--- src/verilog/ltc_pkg.sv ---
// Constants for the link test constant register bank.
// Used by the design only; the bench repeats the values itself; no process logic here.
package ltc_pkg;
  localparam int unsigned LTC_DW = 16;
  localparam int unsigned LTC_AW = 16;

  // Register addresses in the node's register space
  localparam logic [15:0] LTC_ADDR_CHANNEL = 16'h1040;
  localparam logic [15:0] LTC_ADDR_ALL_CLEAR = 16'h2000;
  localparam logic [15:0] LTC_ADDR_ALL_SET = 16'h2001;
  localparam logic [15:0] LTC_ADDR_BYTE_ORDER = 16'h2002;
  localparam logic [15:0] LTC_ADDR_MASK_UPPER = 16'h2003;
  localparam logic [15:0] LTC_ADDR_MASK_LOWER = 16'h2004;
  localparam logic [15:0] LTC_ADDR_TOP_POS = 16'h2005;
  localparam logic [15:0] LTC_ADDR_TOP_NEG = 16'h2006;
  localparam logic [15:0] LTC_ADDR_HALF_POS = 16'h2007;
  localparam logic [15:0] LTC_ADDR_HALF_NEG = 16'h2008;

  // Fixed values returned by the constant registers
  localparam logic [15:0] LTC_VAL_ALL_CLEAR = 16'h0000;
  localparam logic [15:0] LTC_VAL_ALL_SET = 16'hffff;
  localparam logic [15:0] LTC_VAL_BYTE_ORDER = 16'h1234;
  localparam logic [15:0] LTC_VAL_MASK_UPPER = 16'haaaa;
  localparam logic [15:0] LTC_VAL_MASK_LOWER = 16'h5555;
  localparam logic [15:0] LTC_VAL_TOP_POS = 16'h7fff;
  localparam logic [15:0] LTC_VAL_TOP_NEG = 16'h8000;
  localparam logic [15:0] LTC_VAL_HALF_POS = 16'h3fff;
  localparam logic [15:0] LTC_VAL_HALF_NEG = 16'hc000;

  // Reset values
  localparam logic [15:0] LTC_RST_CHANNEL = 16'h0000;
  localparam logic [15:0] LTC_RST_DATA = 16'h0000;

  typedef struct packed {
    logic hit;
    logic [15:0] value;
  } ltc_lookup_t;
endpackage : ltc_pkg

--- src/verilog/ltc_regs.sv ---
// Link test constant register bank with the debug process-data channel.
// Assumes one request per cycle at most from the fieldbus register-access
// engine on the same clock; the control program side is on the same clock.
//
// Overview of operation
// - Base register 0x2000 always reads as all zero bits.
// - Register 0x2001 reads all ones: minus one signed, maximum unsigned.
// - Register 0x2002 reads 0x1234 so byte positions can be checked.
// - Registers 0x2003 and 0x2004 read complementary alternating masks.
// - Read-only signed limits: top positive, top negative, half positive, half negative.
// - Channel register 0x1040 accepts reads and writes between tool and program.
// - Channel register only has meaning in the programmable controller core variant.
`timescale 1ns/1ps
`default_nettype none
module ltc_regs
  import ltc_pkg::*;
#(
  parameter bit PROGRAMMABLE_CONTROLLER_CORE = 1'b1
) (
  input wire logic clk,
  input wire logic rstn,
  // Register access from the fieldbus side
  input wire logic req,
  input wire logic req_write,
  input wire logic [LTC_AW-1:0] req_addr,
  input wire logic [LTC_DW-1:0] req_wdata,
  output logic rsp_valid,
  output logic rsp_err,
  output logic [LTC_DW-1:0] rsp_rdata,
  // Control program side of the channel
  input wire logic prog_write,
  input wire logic [LTC_DW-1:0] prog_wdata,
  output logic [LTC_DW-1:0] chan_data,
  output logic chan_master_wrote
);

  typedef struct packed {
    logic rsp_valid;
    logic rsp_err;
    logic [LTC_DW-1:0] rsp_rdata;
    logic [LTC_DW-1:0] chan;
    logic chan_master_wrote;
  } ltc_state_t;

  // Register selected by an address; the channel code only exists in the controller core
  typedef enum logic [3:0] {
    LTC_REG_NONE = 4'b0000,
    LTC_REG_CHANNEL = 4'b0001,
    LTC_REG_ALL_CLEAR = 4'b0010,
    LTC_REG_ALL_SET = 4'b0011,
    LTC_REG_BYTE_ORDER = 4'b0100,
    LTC_REG_MASK_UPPER = 4'b0101,
    LTC_REG_MASK_LOWER = 4'b0110,
    LTC_REG_TOP_POS = 4'b0111,
    LTC_REG_TOP_NEG = 4'b1000,
    LTC_REG_HALF_POS = 4'b1001,
    LTC_REG_HALF_NEG = 4'b1010
  } ltc_reg_t;

  // Kind of access taken on one edge; every answer field follows from it
  typedef enum logic [2:0] {
    LTC_ACC_NONE = 3'b000,
    LTC_ACC_CONST_READ = 3'b001,
    LTC_ACC_CONST_WRITE = 3'b010,
    LTC_ACC_CHAN_READ = 3'b011,
    LTC_ACC_CHAN_WRITE = 3'b100,
    LTC_ACC_REFUSED = 3'b101
  } ltc_access_t;

  ltc_state_t state;
  ltc_state_t next_state;
  ltc_access_t acc;

  // Address decode shared by the answer path and the channel path
  function automatic ltc_reg_t reg_of(input logic [LTC_AW-1:0] a, input logic has_channel);
    ltc_reg_t r;
    r = LTC_REG_NONE;
    case (a)
      LTC_ADDR_CHANNEL: begin
        // Coupler variant leaves this address unmapped
        r = has_channel ? LTC_REG_CHANNEL : LTC_REG_NONE;
      end
      LTC_ADDR_ALL_CLEAR: begin
        r = LTC_REG_ALL_CLEAR;
      end
      LTC_ADDR_ALL_SET: begin
        r = LTC_REG_ALL_SET;
      end
      LTC_ADDR_BYTE_ORDER: begin
        r = LTC_REG_BYTE_ORDER;
      end
      LTC_ADDR_MASK_UPPER: begin
        r = LTC_REG_MASK_UPPER;
      end
      LTC_ADDR_MASK_LOWER: begin
        r = LTC_REG_MASK_LOWER;
      end
      LTC_ADDR_TOP_POS: begin
        r = LTC_REG_TOP_POS;
      end
      LTC_ADDR_TOP_NEG: begin
        r = LTC_REG_TOP_NEG;
      end
      LTC_ADDR_HALF_POS: begin
        r = LTC_REG_HALF_POS;
      end
      LTC_ADDR_HALF_NEG: begin
        r = LTC_REG_HALF_NEG;
      end
      default: begin
        r = LTC_REG_NONE;
      end
    endcase
    return r;
  endfunction

  // Pure decode: no state feeds it, so values never drift
  function automatic ltc_lookup_t const_lookup(input logic [LTC_AW-1:0] a);
    ltc_lookup_t c;
    c.hit = 1'b1;
    c.value = LTC_RST_DATA;
    case (reg_of(a, 1'b0))
      LTC_REG_ALL_CLEAR: begin
        c.value = LTC_VAL_ALL_CLEAR;
      end
      LTC_REG_ALL_SET: begin
        c.value = LTC_VAL_ALL_SET;
      end
      LTC_REG_BYTE_ORDER: begin
        c.value = LTC_VAL_BYTE_ORDER;
      end
      LTC_REG_MASK_UPPER: begin
        c.value = LTC_VAL_MASK_UPPER;
      end
      LTC_REG_MASK_LOWER: begin
        c.value = LTC_VAL_MASK_LOWER;
      end
      LTC_REG_TOP_POS: begin
        c.value = LTC_VAL_TOP_POS;
      end
      LTC_REG_TOP_NEG: begin
        c.value = LTC_VAL_TOP_NEG;
      end
      LTC_REG_HALF_POS: begin
        c.value = LTC_VAL_HALF_POS;
      end
      LTC_REG_HALF_NEG: begin
        c.value = LTC_VAL_HALF_NEG;
      end
      default: begin
        // Channel and unmapped addresses hold no constant
        c.hit = 1'b0;
        c.value = LTC_RST_DATA;
      end
    endcase
    return c;
  endfunction

  // Refused covers unmapped addresses and the channel in the coupler variant
  function automatic ltc_access_t decode_access(
    input logic valid,
    input logic write,
    input logic [LTC_AW-1:0] a,
    input logic has_channel
  );
    ltc_access_t k;
    ltc_reg_t r;
    ltc_lookup_t c;
    r = reg_of(a, has_channel);
    c = const_lookup(a);
    k = LTC_ACC_NONE;
    if (!valid) begin
      k = LTC_ACC_NONE;
    end else if (r == LTC_REG_CHANNEL) begin
      if (write) begin
        k = LTC_ACC_CHAN_WRITE;
      end else begin
        k = LTC_ACC_CHAN_READ;
      end
    end else if (c.hit) begin
      if (write) begin
        k = LTC_ACC_CONST_WRITE;
      end else begin
        k = LTC_ACC_CONST_READ;
      end
    end else begin
      k = LTC_ACC_REFUSED;
    end
    return k;
  endfunction

  // Only the answered kinds raise the valid pulse
  function automatic logic is_answered(input ltc_access_t k);
    logic v;
    case (k)
      LTC_ACC_NONE: begin
        v = 1'b0;
      end
      default: begin
        v = 1'b1;
      end
    endcase
    return v;
  endfunction

  function automatic logic is_refused(input ltc_access_t k);
    logic e;
    case (k)
      LTC_ACC_REFUSED: begin
        e = 1'b1;
      end
      default: begin
        // Writes to constants are accepted without an error
        e = 1'b0;
      end
    endcase
    return e;
  endfunction

  function automatic logic is_channel_write(input ltc_access_t k);
    logic w;
    case (k)
      LTC_ACC_CHAN_WRITE: begin
        w = 1'b1;
      end
      default: begin
        w = 1'b0;
      end
    endcase
    return w;
  endfunction

  // Writes and refusals answer with zero so no stale word leaks out
  function automatic logic [LTC_DW-1:0] answer_word(
    input ltc_access_t k,
    input logic [LTC_AW-1:0] a,
    input logic [LTC_DW-1:0] chan
  );
    ltc_lookup_t c;
    logic [LTC_DW-1:0] w;
    c = const_lookup(a);
    w = LTC_RST_DATA;
    case (k)
      LTC_ACC_CONST_READ: begin
        w = c.value;
      end
      LTC_ACC_CHAN_READ: begin
        // Content before any write taken on the same edge
        w = chan;
      end
      default: begin
        w = LTC_RST_DATA;
      end
    endcase
    return w;
  endfunction

  // Master data wins when both sides write the channel on one edge
  function automatic logic [LTC_DW-1:0] channel_next(
    input logic [LTC_DW-1:0] chan,
    input ltc_access_t k,
    input logic [LTC_DW-1:0] master_data,
    input logic prog_strobe,
    input logic [LTC_DW-1:0] prog_data,
    input logic has_channel
  );
    logic [LTC_DW-1:0] n;
    n = chan;
    if (has_channel && prog_strobe) begin
      n = prog_data;
    end
    if (is_channel_write(k)) begin
      n = master_data;
    end
    return n;
  endfunction

  always_comb begin
    acc = decode_access(req, req_write, req_addr, PROGRAMMABLE_CONTROLLER_CORE);
    next_state = state;
    next_state.rsp_valid = is_answered(acc);
    next_state.rsp_err = is_refused(acc);
    next_state.rsp_rdata = answer_word(acc, req_addr, state.chan);
    next_state.chan = channel_next(state.chan, acc, req_wdata, prog_write, prog_wdata,
      PROGRAMMABLE_CONTROLLER_CORE);
    next_state.chan_master_wrote = is_channel_write(acc);
  end

  // Constants need no storage, so only the answer and the channel reset
  always_ff @(posedge clk or negedge rstn) begin
    if (!rstn) begin
      state.rsp_valid <= 1'b0;
      state.rsp_err <= 1'b0;
      state.rsp_rdata <= LTC_RST_DATA;
      state.chan <= LTC_RST_CHANNEL;
      state.chan_master_wrote <= 1'b0;
    end else begin
      state <= next_state;
    end
  end

  assign rsp_valid = state.rsp_valid;
  assign rsp_err = state.rsp_err;
  assign rsp_rdata = state.rsp_rdata;
  assign chan_data = state.chan;
  assign chan_master_wrote = state.chan_master_wrote;

endmodule // ltc_regs
`default_nettype wire

--- config.mk ---
export PLATFORM = sky130hd
export DESIGN_NAME = ltc_regs
export DESIGN_NICKNAME = d
export VERILOG_FILES = /design/src/verilog/ltc_pkg.sv /design/src/verilog/ltc_regs.sv
export SDC_FILE = /design/constraint.sdc
export NUM_CORES = 1
export LEC_CHECK = 0
export ABC_AREA = 1
export BUFFER_PORTS_ARGS = -buffer_cell sky130_fd_sc_hd__clkbuf_2
export CAP_MARGIN = 20
export CORE_MARGIN = 5
export CORE_UTILIZATION = 46
export CTS_CLUSTER_DIAMETER = 30
export DETAILED_ROUTE_END_ITERATION = 12
export GPL_TIMING_DRIVEN = 0
export PLACE_DENSITY = 0.84
export SYNTH_ARGS = -nofsm -noshare
export SYNTH_HDL_FRONTEND = slang
export SYNTH_SLANG_ARGS = --single-unit
--- constraint.sdc ---
create_clock -name clk -period 0.9 [get_ports clk]
set_clock_uncertainty 0.05 [all_clocks]
set_input_delay 0.18 -clock clk [delete_from_list [all_inputs] [get_ports clk]]
set_output_delay 0.18 -clock clk [all_outputs]
set_load 0.1 [all_outputs]
==> flow_summary.yaml, run 1 <==
outcome:
  status: "aborted with a tool error"
  haltStage: "global routing (5_1_grt)"
  error_line: "[ERROR DPL-0033] detailed placement checks failed during check placement."
global_routing:
  antenna_found_initial: 2
  grt_max_degree: 36
synthesis:
  seq_area_frac_synth_pct: 46.4
  synth_area_um2: 1890
  synthSimpleGateAreaFrac_pct: 36.8
  avgSynthCellArea_um2: 8.24
  syn_inst: 229
  synth_xor_area_share_pct: 0
  synth_top_area_share_pct: 46.4
  synth_top_family_by_area: "simple AND/OR/NAND/NOR gates"
  synthTopCellsByArea: "dfrtp_1 (46%), nand2_1 (9.7%), nand3_1 (9.3%), inv_1 (5.6%), o211ai_1 (4.0%)"
  syn-num-nets: 282
  synth_cell_types: 26
  synthAdderAreaFrac_pct: 0
  yosys.area.top_type: "dfrtp_1"
  muxShareOfSynthArea_pct: 0
  synth-seq-cells: 35
  ys_warn_count: 0
  synth-compound-area-share_pct: 7.69
clocking:
  ctsLongestPathBuffers: 2
  h-tree-depth: 2
  cts.sinks: 35
  cts_buffers: 5
  cts_root_buf: "clkbuf_8"
floorplan:
  pin_count: 88
  rows: 23
  die_y_um: 74.0
  die_w_um: 74.0
  initial_core_util_pct: 47.2
sta:
  timing.grt.repair.worst_endpoint: "rsp_rdata[10]$_DFF_PN0_/D"
  worstEpCategory: "sequential cell input"
placed_design:
  gp_congestion: 0.844
  pre_cts_slack_ns: -0.782
  place_inst: 365
  dp_hpwl_mm: 3.92
  numPortBuffers: 86
## metrics by stage
stage / instance area (um2) / setup TNS (ns) / hold WS, ns / util, %
floorplan: 2050 / -14.99 / -0.166 / -
global placement: 2550 / -30.06 / 0.262 / 63.7
detailed placement: 2550 / -30.80 / 0.264 / 63.7
CTS: 3630 / -20.79 / -0.0481 / 90.9
## synthesized netlist by cell type
cell type   n
nand2_1    49
dfrtp_1    35
nand3_1    35
inv_1      28
nor2_1     10
o211ai_1   10
o21ai_0    10
nand2_2     7
nand3_2     7
nor2_2      6
inv_2       5
nand4_1     4
o21ai_1     4
clkbuf_1    3
nor2_4      3
buf_2       2
nand3_4     2
buf_1       1
buf_6       1
clkinv_2    1
inv_4       1
nand2_4     1
nand3b_1    1
nor3_1      1
nor3_4      1
nor4_2      1
## timing repair
| action | in CTS |
|---|---|
| gates resized for setup | 139 |
| gates cloned | 2 |
| pin swaps | 13 |
| setup endpoints to repair | 69 |
| buffers inserted | 19 |
| hold endpoints to repair | 35 |
## logic make-up after synthesis
family | count (synthesis)
flip-flops | 35
buffers and inverters | 42
AND/OR/NAND/NOR | 128
AO/OA/AOI/OAI | 24
==> run 2: changes to the inputs <==
--- a/config.mk
+++ b/config.mk
@@ -9,11 +9,10 @@
 export BUFFER_PORTS_ARGS = -buffer_cell sky130_fd_sc_hd__clkbuf_2
 export CAP_MARGIN = 20
 export CORE_MARGIN = 5
-export CORE_UTILIZATION = 46
-export CTS_CLUSTER_DIAMETER = 30
+export CORE_UTILIZATION = 40
 export DETAILED_ROUTE_END_ITERATION = 12
 export GPL_TIMING_DRIVEN = 0
-export PLACE_DENSITY = 0.84
+export PLACE_DENSITY_LB_ADDON = 0.15
 export SYNTH_ARGS = -nofsm -noshare
 export SYNTH_HDL_FRONTEND = slang
 export SYNTH_SLANG_ARGS = --single-unit
==> run 2 against run 1 <==
  * The flow now finishes, with violations (negative hold slack, negative setup slack)
  * Area after synthesis unchanged
  * Synthesized cell count unchanged
==> flow_summary.yaml, run 2 <==
synthesis:
  seq_area_frac_synth_pct: 46.4
  synth_area_um2: 1890
  syn-num-nets: 282
  avgSynthCellArea_um2: 8.24
  syn_inst: 229
  synth_top_area_share_pct: 46.4
  synth.cells.most_frequent: "nand2_1 (49), dfrtp_1 (35), nand3_1 (35)"
  synthTopCellsByArea: "dfrtp_1 (46%), nand2_1 (9.7%), nand3_1 (9.3%), inv_1 (5.6%), o211ai_1 (4.0%)"
  synth_edf_count: 0
  synth.most_common_cell: "nand2_1"
  ys_warn_count: 0
  yosys.area.top_type: "dfrtp_1"
  synth-seq-cells: 35
  ys_async_sr_fraction_pct: 100
  ys.flop_type: "dfrtp_1"
  synth_cell_types: 26
final_layout:
  seqCellArea_um2: 915
  fin_cells: 404
  finalNetCount: 402
  final_cell_mix: "clkbuf_2 (45), nand2_1 (36), clkbuf_16 (32)"
  syn_to_final_growth_pct: 109
  fin_area_um2: 3950
  fillerInstances: 242
  final_util_pct: 84.8
  drive_gt1_share_pct: 72.3
  multi_input_area_um2: 1220
  mostFrequentLayoutCell: "clkbuf_2"
  diodes: 0
power_and_ir_drop:
  power_density_nw_per_um2: 1160
  intPower_mw: 3.05
  netSwitchingPower_mw: 1.54
  power_frac_seq_pct: 37.6
  total_power_mw: 4.59
  power.leakage_nw: 1.92
  swShare_pct: 33.5
  clockPowerShare_pct: 30.9
  p_comb_share_pct: 31.6
  ir_drop_mv: 1.08
sta:
  max_slew_margin_pct: 41.1
  min_period_ns: 1.41
  report.final.hold_viol_count: 35
  rsz0062_at_grt: "yes"
  fin_ws_ns: -0.506
  fin_tns_setup_ns: -23.33
  fin_crit_sh_pct: 156
  slew_viol_final: 0
  fmax_mhz: 711
  whs_ns: -0.0488
  worstMarginPinSlew_ns: 0.883
  setup_viol: 69
route:
  wl_per_cell_um: 17.1
  drc_errors: 0
  ant_nets: 0
  drt_iter0_drc: 64
  vias_per_cell: 5.14
  num_vias: 2077
  first_pass_iters: 4
  wl_mm: 6.92
floorplan:
  initial_core_util_pct: 40.5
  dieArea_um2: 6190
  die_y_um: 78.7
  core_um2: 4660
  rows: 25
  pin_count: 88
  die_w_um: 78.7
global_routing:
  grt_max_degree: 36
  grt-ovfl-total: 0
  grt_pass1_wl_mm: 9.70
  busiest_layer: "met2"
  met1_usage_pct: 24.1
  antenna_found_initial: 0
  met3_usage_pct: 4.82
  use_met2_pct: 36.5
  grt_pass1_vias: 2048
  track_usage_pct: 20.3
setup_path:
  cpPeakStageDelay_ns: 0.18
  crit_path_cell_trace: "buf_6 > inv_2 > nor2_2 > nand2_2 > nor2_4 > nand3_4 > nand2_4 > nor2_4 > nand4_1 > nand2_2 > nor2_4 > nand2_4 > nand3_4 > nand2_2"
  cp.required_ns: 1.03
  cpMaxStageDelayCell: "nor2_4"
  worstPathArrival_ns: 1.53
  cp_max_fo: 5
  start_kind: "input pin"
  endpoint_kind: "flop"
  critPathKind: "in -> reg"
clocking:
  ctsLongestPathBuffers: 2
  cts_root_buf: "clkbuf_8"
  clkTransAtPathRegs_ns: 0.07
  h-tree-depth: 2
  cts_buffers: 5
  cts_tree: "yes"
  cts.sinks: 35
  clock_latency_ns: 0.28
outcome:
  violations: "negative hold slack, negative setup slack"
  status: "finished, violations left"
hold_path:
  hold_path_class: "in -> async"
placed_design:
  numPortBuffers: 86
  gp_congestion: 0.836
  dp_hpwl_mm: 3.86
  place_inst: 369
  postPlaceCellArea_um2: 2550
  pre_cts_slack_ns: -0.844
run:
  maxCapViolCount: 0
run 2: power groups by stage:
| stage | Combinational [mW] | Sequential [mW] | Clock (mW) |
|---|---|---|---|
| 2_1_floorplan | 0.185 | 2.24 | 0 |
| 3_3_place_gp | 0.984 | 1.73 | 0 |
| 3_5_place_dp | 0.990 | 1.73 | 0 |
| 4_1_cts | 1.34 | 1.72 | 1.46 |
| 5_1_grt | 1.51 | 1.73 | 1.51 |
| 6_report | 1.45 | 1.72 | 1.41 |
run 2: metal layers:
layer	up-vias	wire, um
li1	990	-
met1	1001	2640
met2	73	3840
met3	13	326
met4	0	111
met5	-	0
run 2: cell type report:
cell class / count / area share, %
repair buffers: 112 / 36.0
clock inverters: 3 / 1.11
well taps: 54 / 1.71
flip-flops and latches: 35 / 23.1
clock buffers: 5 / 1.74
plain buffers: 7 / 1.46
multi-input cells: 153 / 31.0
inverters: 35 / 3.86
run 2: logic make-up (layout without fill, tap and decap cells):
group                  count (synthesis)  in the layout  share of synthesized area [%]
AND/OR/NAND/NOR                      128            129                           36.8
buffers and inverters                 42            162                           9.08
flip-flops                            35             35                           46.4
AO/OA/AOI/OAI                         24             24                           7.69
run 2: what timing repair did:
item / 4_1_cts / 5_1_grt
gates resized for setup: 129 / 73
setup endpoints to repair: 69 / 69
pin swaps: 13 / 34
buffers inserted: 20 / 3
gates cloned: 3 / 1
hold endpoints to repair: 35 / 0
run 2: path summary, 6_finish.rpt:
check / from / endpoint / slack, ns / cells after the start
worst max-delay path: req_addr[13] / rsp_rdata[10]$_DFF_PN0_ / -0.51 / 14
worst min-delay path: rstn / rsp_rdata[3]$_DFF_PN0_ / -0.05 / 1
worst max register to register: chan_data[14]$_DFFE_PN0P_ / chan_data[14]$_DFFE_PN0P_ / -0.02 / 3
worst min register to register: chan_data[2]$_DFFE_PN0P_ / rsp_rdata[2]$_DFF_PN0_ / 0.55 / 2
max in group asynchronous: rstn / chan_data[10]$_DFFE_PN0P_ / 0.24 / 1
min in group clk: req_wdata[0] / chan_data[0]$_DFFE_PN0P_ / 0.05 / 3
run 2: critical path: cells and delay by family:
kind,cells,cell delay (ns)
buffers and inverters,2,0.11
AND/OR/NAND/NOR,12,1.23
Power figures use the tool's default switching activity.
==> run 3: changes to the inputs <==
--- a/config.mk
+++ b/config.mk
@@ -13,6 +13,7 @@
 export DETAILED_ROUTE_END_ITERATION = 12
 export GPL_TIMING_DRIVEN = 0
 export PLACE_DENSITY_LB_ADDON = 0.15
+export SETUP_SLACK_MARGIN = 0.1
 export SYNTH_ARGS = -nofsm -noshare
 export SYNTH_HDL_FRONTEND = slang
 export SYNTH_SLANG_ARGS = --single-unit
==> run 3 against run 2 <==
  * The run still ends with negative hold slack, negative setup slack left
  * Register-to-register slack lost 0.05 ns
  * Utilization grew 4.0 points
  * Clock-buffer cell count grew 1
  * Setup slack lost 0.090 ns
==> flow_summary.yaml, run 3 (synthesis gave the netlist of run 2 again) <==
outcome:
  status: "finished, violations left"
  violations: "negative hold slack, negative setup slack"
global_routing:
  grt_max_degree: 36
  track_usage_pct: 24.2
  antenna_found_initial: 0
  grt_pass1_wl_mm: 11.6
  grt-ovfl-total: 0
  grt_pass1_vias: 2300
route:
  ant_nets: 0
  first_pass_iters: 4
  drc_errors: 0
  wl_per_cell_um: 18.6
  vias_per_cell: 5.25
  wl_mm: 7.62
  drt_iter0_drc: 117
  num_vias: 2146
power_and_ir_drop:
  p_comb_share_pct: 30.3
  clockPowerShare_pct: 32.8
  power_frac_seq_pct: 36.9
  ir_drop_mv: 1.20
  intPower_mw: 3.16
  power.leakage_nw: 1.94
  power_density_nw_per_um2: 1150
  swShare_pct: 33.7
  netSwitchingPower_mw: 1.61
final_layout:
  syn_to_final_growth_pct: 119
  fin_area_um2: 4140
  drive_gt1_share_pct: 75.8
  final_cell_mix: "clkbuf_2 (43), clkbuf_16 (36), nand2_1 (35), dfrtp_4 (35), nand3_2 (30)"
  mostFrequentLayoutCell: "clkbuf_2"
  diodes: 0
  final_util_pct: 88.8
  finalNetCount: 407
sta:
  slew_viol_final: 0
  whs_ns: -0.0827
  max_slew_margin_pct: 45.8
  rsz0062_at_grt: "yes"
  min_period_ns: 1.50
  setup_viol: 69
  report.final.hold_viol_count: 35
  fin_tns_setup_ns: -27.85
  worstMarginPinSlew_ns: 0.813
  fin_crit_sh_pct: 166
  fmax_mhz: 669
  fin_ws_ns: -0.596
setup_path:
  crit_path_cell_trace: "clkbuf_2 > nor2_2 > nand2_1 > nor2_4 > nand3b_1 > nand2_2 > nor2_4 > inv_4 > nand3_4 > nand2_4 > nor2_4 > nand2_4 > nand3_4 > nand2_1"
  cpMostUsedCell: "nor2_4"
  start_kind: "input pin"
  r2r_setup_slack_ns: -0.07
  cp_num_buf_inv: 2
  cp_max_fo: 5
  r2r_end: "chan_data[15]$_DFFE_PN0P_"
  worstPathArrival_ns: 1.67
  cpMaxStageDelayCell: "nor2_4"
  crit_family: "simple AND/OR/NAND/NOR gates"
  cp.required_ns: 1.08
  reg2regPathDepth: 3
  r2r-start: "chan_data[15]$_DFFE_PN0P_"
  cpPeakStageDelay_ns: 0.20
  critPathKind: "in -> reg"
  endpoint_kind: "flop"
floorplan:
  rows: 25
  core_um2: 4660
  die_w_um: 78.7
  die_y_um: 78.7
  pin_count: 88
  initial_core_util_pct: 40.5
  dieArea_um2: 6190
clocking:
  clkTransAtPathRegs_ns: 0.08
  cts_tree: "yes"
  ctsLongestPathBuffers: 2
  h-tree-depth: 2
  cts_buffers: 5
  cts.sinks: 35
  cts_root_buf: "clkbuf_8"
  clock_latency_ns: 0.29
placed_design:
  pre_cts_slack_ns: -0.822
  gp_congestion: 0.849
  dp_hpwl_mm: 3.87
  numPortBuffers: 86
  postPlaceCellArea_um2: 2640
run:
  maxCapViolCount: 0
hold_path:
  hold_path_class: "in -> async"
==> run 3: per-layer routing <==
| metal | GRT usage (%) | wire [um] |
|---|---|---|
| met1 | 27.7 | 2970 |
| met2 | 43.5 | 4050 |
| met3 | 6.31 | 422 |
| met4 | 8.04 | 168 |
| met5 | 0 | 0 |
==> run 3: through the flow <==
step,cells,power [mW]
after global placement,369,2.74
after global routing,409,4.88
after CTS,405,4.67
after detailed placement,369,2.75
after floorplan,229,2.46
final,409,4.77
==> run 3: worst max path at each step <==
stage / depth (start not counted) / to / from / slack (ns)
global route: 13 / rsp_rdata[8]$_DFF_PN0_ / req_addr[12] / -0.67
finish: 14 / rsp_rdata[10]$_DFF_PN0_ / req_addr[12] / -0.60
CTS: 14 / rsp_rdata[10]$_DFF_PN0_ / req_addr[13] / -0.44
global placement: 12 / rsp_rdata[12]$_DFF_PN0_ / req_addr[1] / -0.78
floorplan: 12 / rsp_rdata[0]$_DFF_PN0_ / req_addr[7] / -0.51
detailed placement: 12 / rsp_rdata[4]$_DFF_PN0_ / req_addr[1] / -0.82
==> run 3: final cells by class <==
class / count / area [um2]
clock inverter: 2 / 38.8
clock buffer: 6 / 82.6
inverter: 35 / 163
timing repair buffer: 118 / 1510
fill: 196 / 524
buffer: 7 / 61.3
tap: 54 / 67.6
sequential: 35 / 1010
multi-input combinational: 152 / 1210
==> run 3: repair_timing <==
action	CTS	global route
gates resized for setup	169	46
pin swaps	21	31
endpoints found under the setup margin	69	104
endpoints found under the hold margin	35	35
gates cloned	3	0
buffers inserted	25	4
==> run 3: power by group through the flow <==
stage          logic (mW)  registers (mW)  clock network, mW
2_1_floorplan       0.185            2.28                  0
4_1_cts              1.36            1.75               1.55
5_1_grt              1.50            1.77               1.62
3_5_place_dp        0.992            1.76                  0
6_report             1.44            1.76               1.56
3_3_place_gp        0.983            1.76                  0
==> run 4: changes to the inputs <==
--- a/config.mk
+++ b/config.mk
@@ -13,6 +13,7 @@
 export DETAILED_ROUTE_END_ITERATION = 12
 export GPL_TIMING_DRIVEN = 0
 export PLACE_DENSITY_LB_ADDON = 0.15
+export REMOVE_ABC_BUFFERS = 1
 export SETUP_SLACK_MARGIN = 0.1
 export SYNTH_ARGS = -nofsm -noshare
 export SYNTH_HDL_FRONTEND = slang
==> run 4 against run 3 <==
  * Global-route usage decreased by 5.2 points
  * Worst hold slack improved by 0.034 ns
  * Flip-flop and latch count unchanged
  * Power decreased by 12%
  * The run still ends with negative hold slack, negative setup slack left
  * Critical endpoint is now rsp_rdata[0]$_DFF_PN0_
  * Setup slack improved by 0.11 ns
  * Non-clock buffer count decreased by 20
  * Final area decreased by 17%
  * Fmax increased by 8.3%
==> flow_summary.yaml, run 4 (synthesis gave the netlist of run 2 again) <==
outcome:
  status: "finished, violations left"
  violations: "negative hold slack, negative setup slack"
sta:
  min_period_ns: 1.38
  fin_ws_ns: -0.481
  report.final.hold_viol_count: 35
  max_slew_margin_pct: 41.7
  setup_viol: 69
  fmax_mhz: 724
  fin_crit_sh_pct: 153
  slew_viol_final: 0
  whs_ns: -0.0483
  worstMarginPinSlew_ns: 0.874
  rsz0062_at_grt: "yes"
route:
  wl_per_cell_um: 14.6
  drt_iter0_drc: 122
  drc_errors: 0
  ant_nets: 0
  wl_mm: 5.73
  vias_per_cell: 4.99
  num_vias: 1960
  first_pass_iters: 4
power_and_ir_drop:
  ir_drop_mv: 0.959
  netSwitchingPower_mw: 1.44
  p_comb_share_pct: 31.4
  clockPowerShare_pct: 27.4
  power_frac_seq_pct: 41.1
  swShare_pct: 34.4
  power.leakage_nw: 1.71
  power_density_nw_per_um2: 1210
  intPower_mw: 2.74
setup_path:
  reg2regPathDepth: 3
  endpoint_kind: "flop"
  r2r_setup_slack_ns: 0
  r2r_end: "chan_data[7]$_DFFE_PN0P_"
  cp_max_fo: 4
  start_kind: "input pin"
  r2r-start: "chan_data[7]$_DFFE_PN0P_"
  worstPathArrival_ns: 1.51
  cp.required_ns: 1.03
  critPathKind: "in -> reg"
floorplan:
  die_y_um: 78.7
  initial_core_util_pct: 40.5
  die_w_um: 78.7
  pin_count: 88
  dieArea_um2: 6190
  rows: 25
  core_um2: 4660
global_routing:
  grt_max_degree: 36
  antenna_found_initial: 0
  grt-ovfl-total: 0
  grt_pass1_wl_mm: 9.15
  track_usage_pct: 19.0
  grt_pass1_vias: 1987
final_layout:
  diodes: 0
  syn_to_final_growth_pct: 82.9
  final_cell_mix: "clkbuf_2 (47), nand2_1 (41), dfrtp_1 (35)"
  final_util_pct: 74.0
  mostFrequentLayoutCell: "clkbuf_2"
  fin_cells: 393
  finalNetCount: 392
  fin_area_um2: 3450
  drive_gt1_share_pct: 53.7
placed_design:
  dp_hpwl_mm: 3.60
  gp_congestion: 0.740
  postPlaceCellArea_um2: 2350
  numPortBuffers: 87
  place_inst: 363
clocking:
  cts_buffers: 5
  ctsLongestPathBuffers: 2
  cts_root_buf: "clkbuf_8"
  clkTransAtPathRegs_ns: 0.07
  cts.sinks: 35
  clock_latency_ns: 0.29
  h-tree-depth: 2
  cts_tree: "yes"
run:
  maxCapViolCount: 0
hold_path:
  hold_path_class: "in -> async"
==> run 4: worst max-delay path by stage <==
stage | startpoint | cells after the start | slack, ns | to
after global placement | req_addr[0] | 10 | -0.96 | chan_data[2]$_DFFE_PN0P_
final | req_addr[9] | 13 | -0.48 | rsp_rdata[0]$_DFF_PN0_
after global routing | req_addr[6] | 13 | -0.57 | rsp_rdata[8]$_DFF_PN0_
after detailed placement | req_addr[0] | 10 | -0.99 | chan_data[11]$_DFFE_PN0P_
after CTS | req_addr[6] | 13 | -0.47 | rsp_rdata[0]$_DFF_PN0_
after floorplan | req_addr[1] | 9 | -0.53 | chan_data[1]$_DFFE_PN0P_
==> run 4: power groups by stage <==
| stage | logic [mW] | clock network, mW | registers [mW] |
|---|---|---|---|
| floorplan | 0.151 | 0 | 2.22 |
| global placement | 0.935 | 0 | 1.71 |
| detailed placement | 0.941 | 0 | 1.71 |
| CTS | 1.21 | 1.16 | 1.70 |
| global route | 1.38 | 1.24 | 1.72 |
| finish | 1.31 | 1.14 | 1.72 |
==> run 4: cell type report <==
type / count / area (um2)
fillers: 319 / 1210
clock inverters: 1 / 5.00
multi-input cells: 156 / 1110
flip-flops and latches: 35 / 876
repair inverters: 1 / 16.3
repair buffers: 105 / 1130
inverters: 35 / 160
clock buffers: 6 / 82.6
well taps: 54 / 67.6
==> run 4: through the flow <==
step                setup TNS (ns)  setup slack [ns]  power [mW]
finish                      -20.02            -0.481        4.17
detailed placement          -34.65            -0.985        2.65
CTS                         -20.08            -0.473        4.06
global route                -23.83            -0.573        4.34
floorplan                   -24.32            -0.527        2.37
global placement            -34.00            -0.964        2.65
==> run 4: routing by layer <==
| layer | track usage (%) | part of all wire (%) |
|---|---|---|
| met5 | 0 | 0 |
| met4 | 6.47 | 1.4 |
| met3 | 6.19 | 6.7 |
| met2 | 31.7 | 51 |
| met1 | 22.9 | 41 |
==> run 4: timing repair <==
action                                  4_1_cts  5_1_grt
endpoints found under the setup margin       69       69
gates resized for setup                     135       62
pin swaps                                     6        6
setup buffers                                13        5
cloned                                        5        0
endpoints found under the hold margin        35        0
==> run 4: worst max-delay path, stage by stage <==
cell	delay [ns]
clkbuf_2	0.09
nor2_2	0.13
nand2_1	0.16
nor2_4	0.17
nand3_4	0.08
nand2_2	0.09
nor2_4	0.05
nand4_1	0.11
nand2_2	0.11
nor2_4	0.10
nand2_2	0.08
nand3_4	0.09
nand2_1	0.06
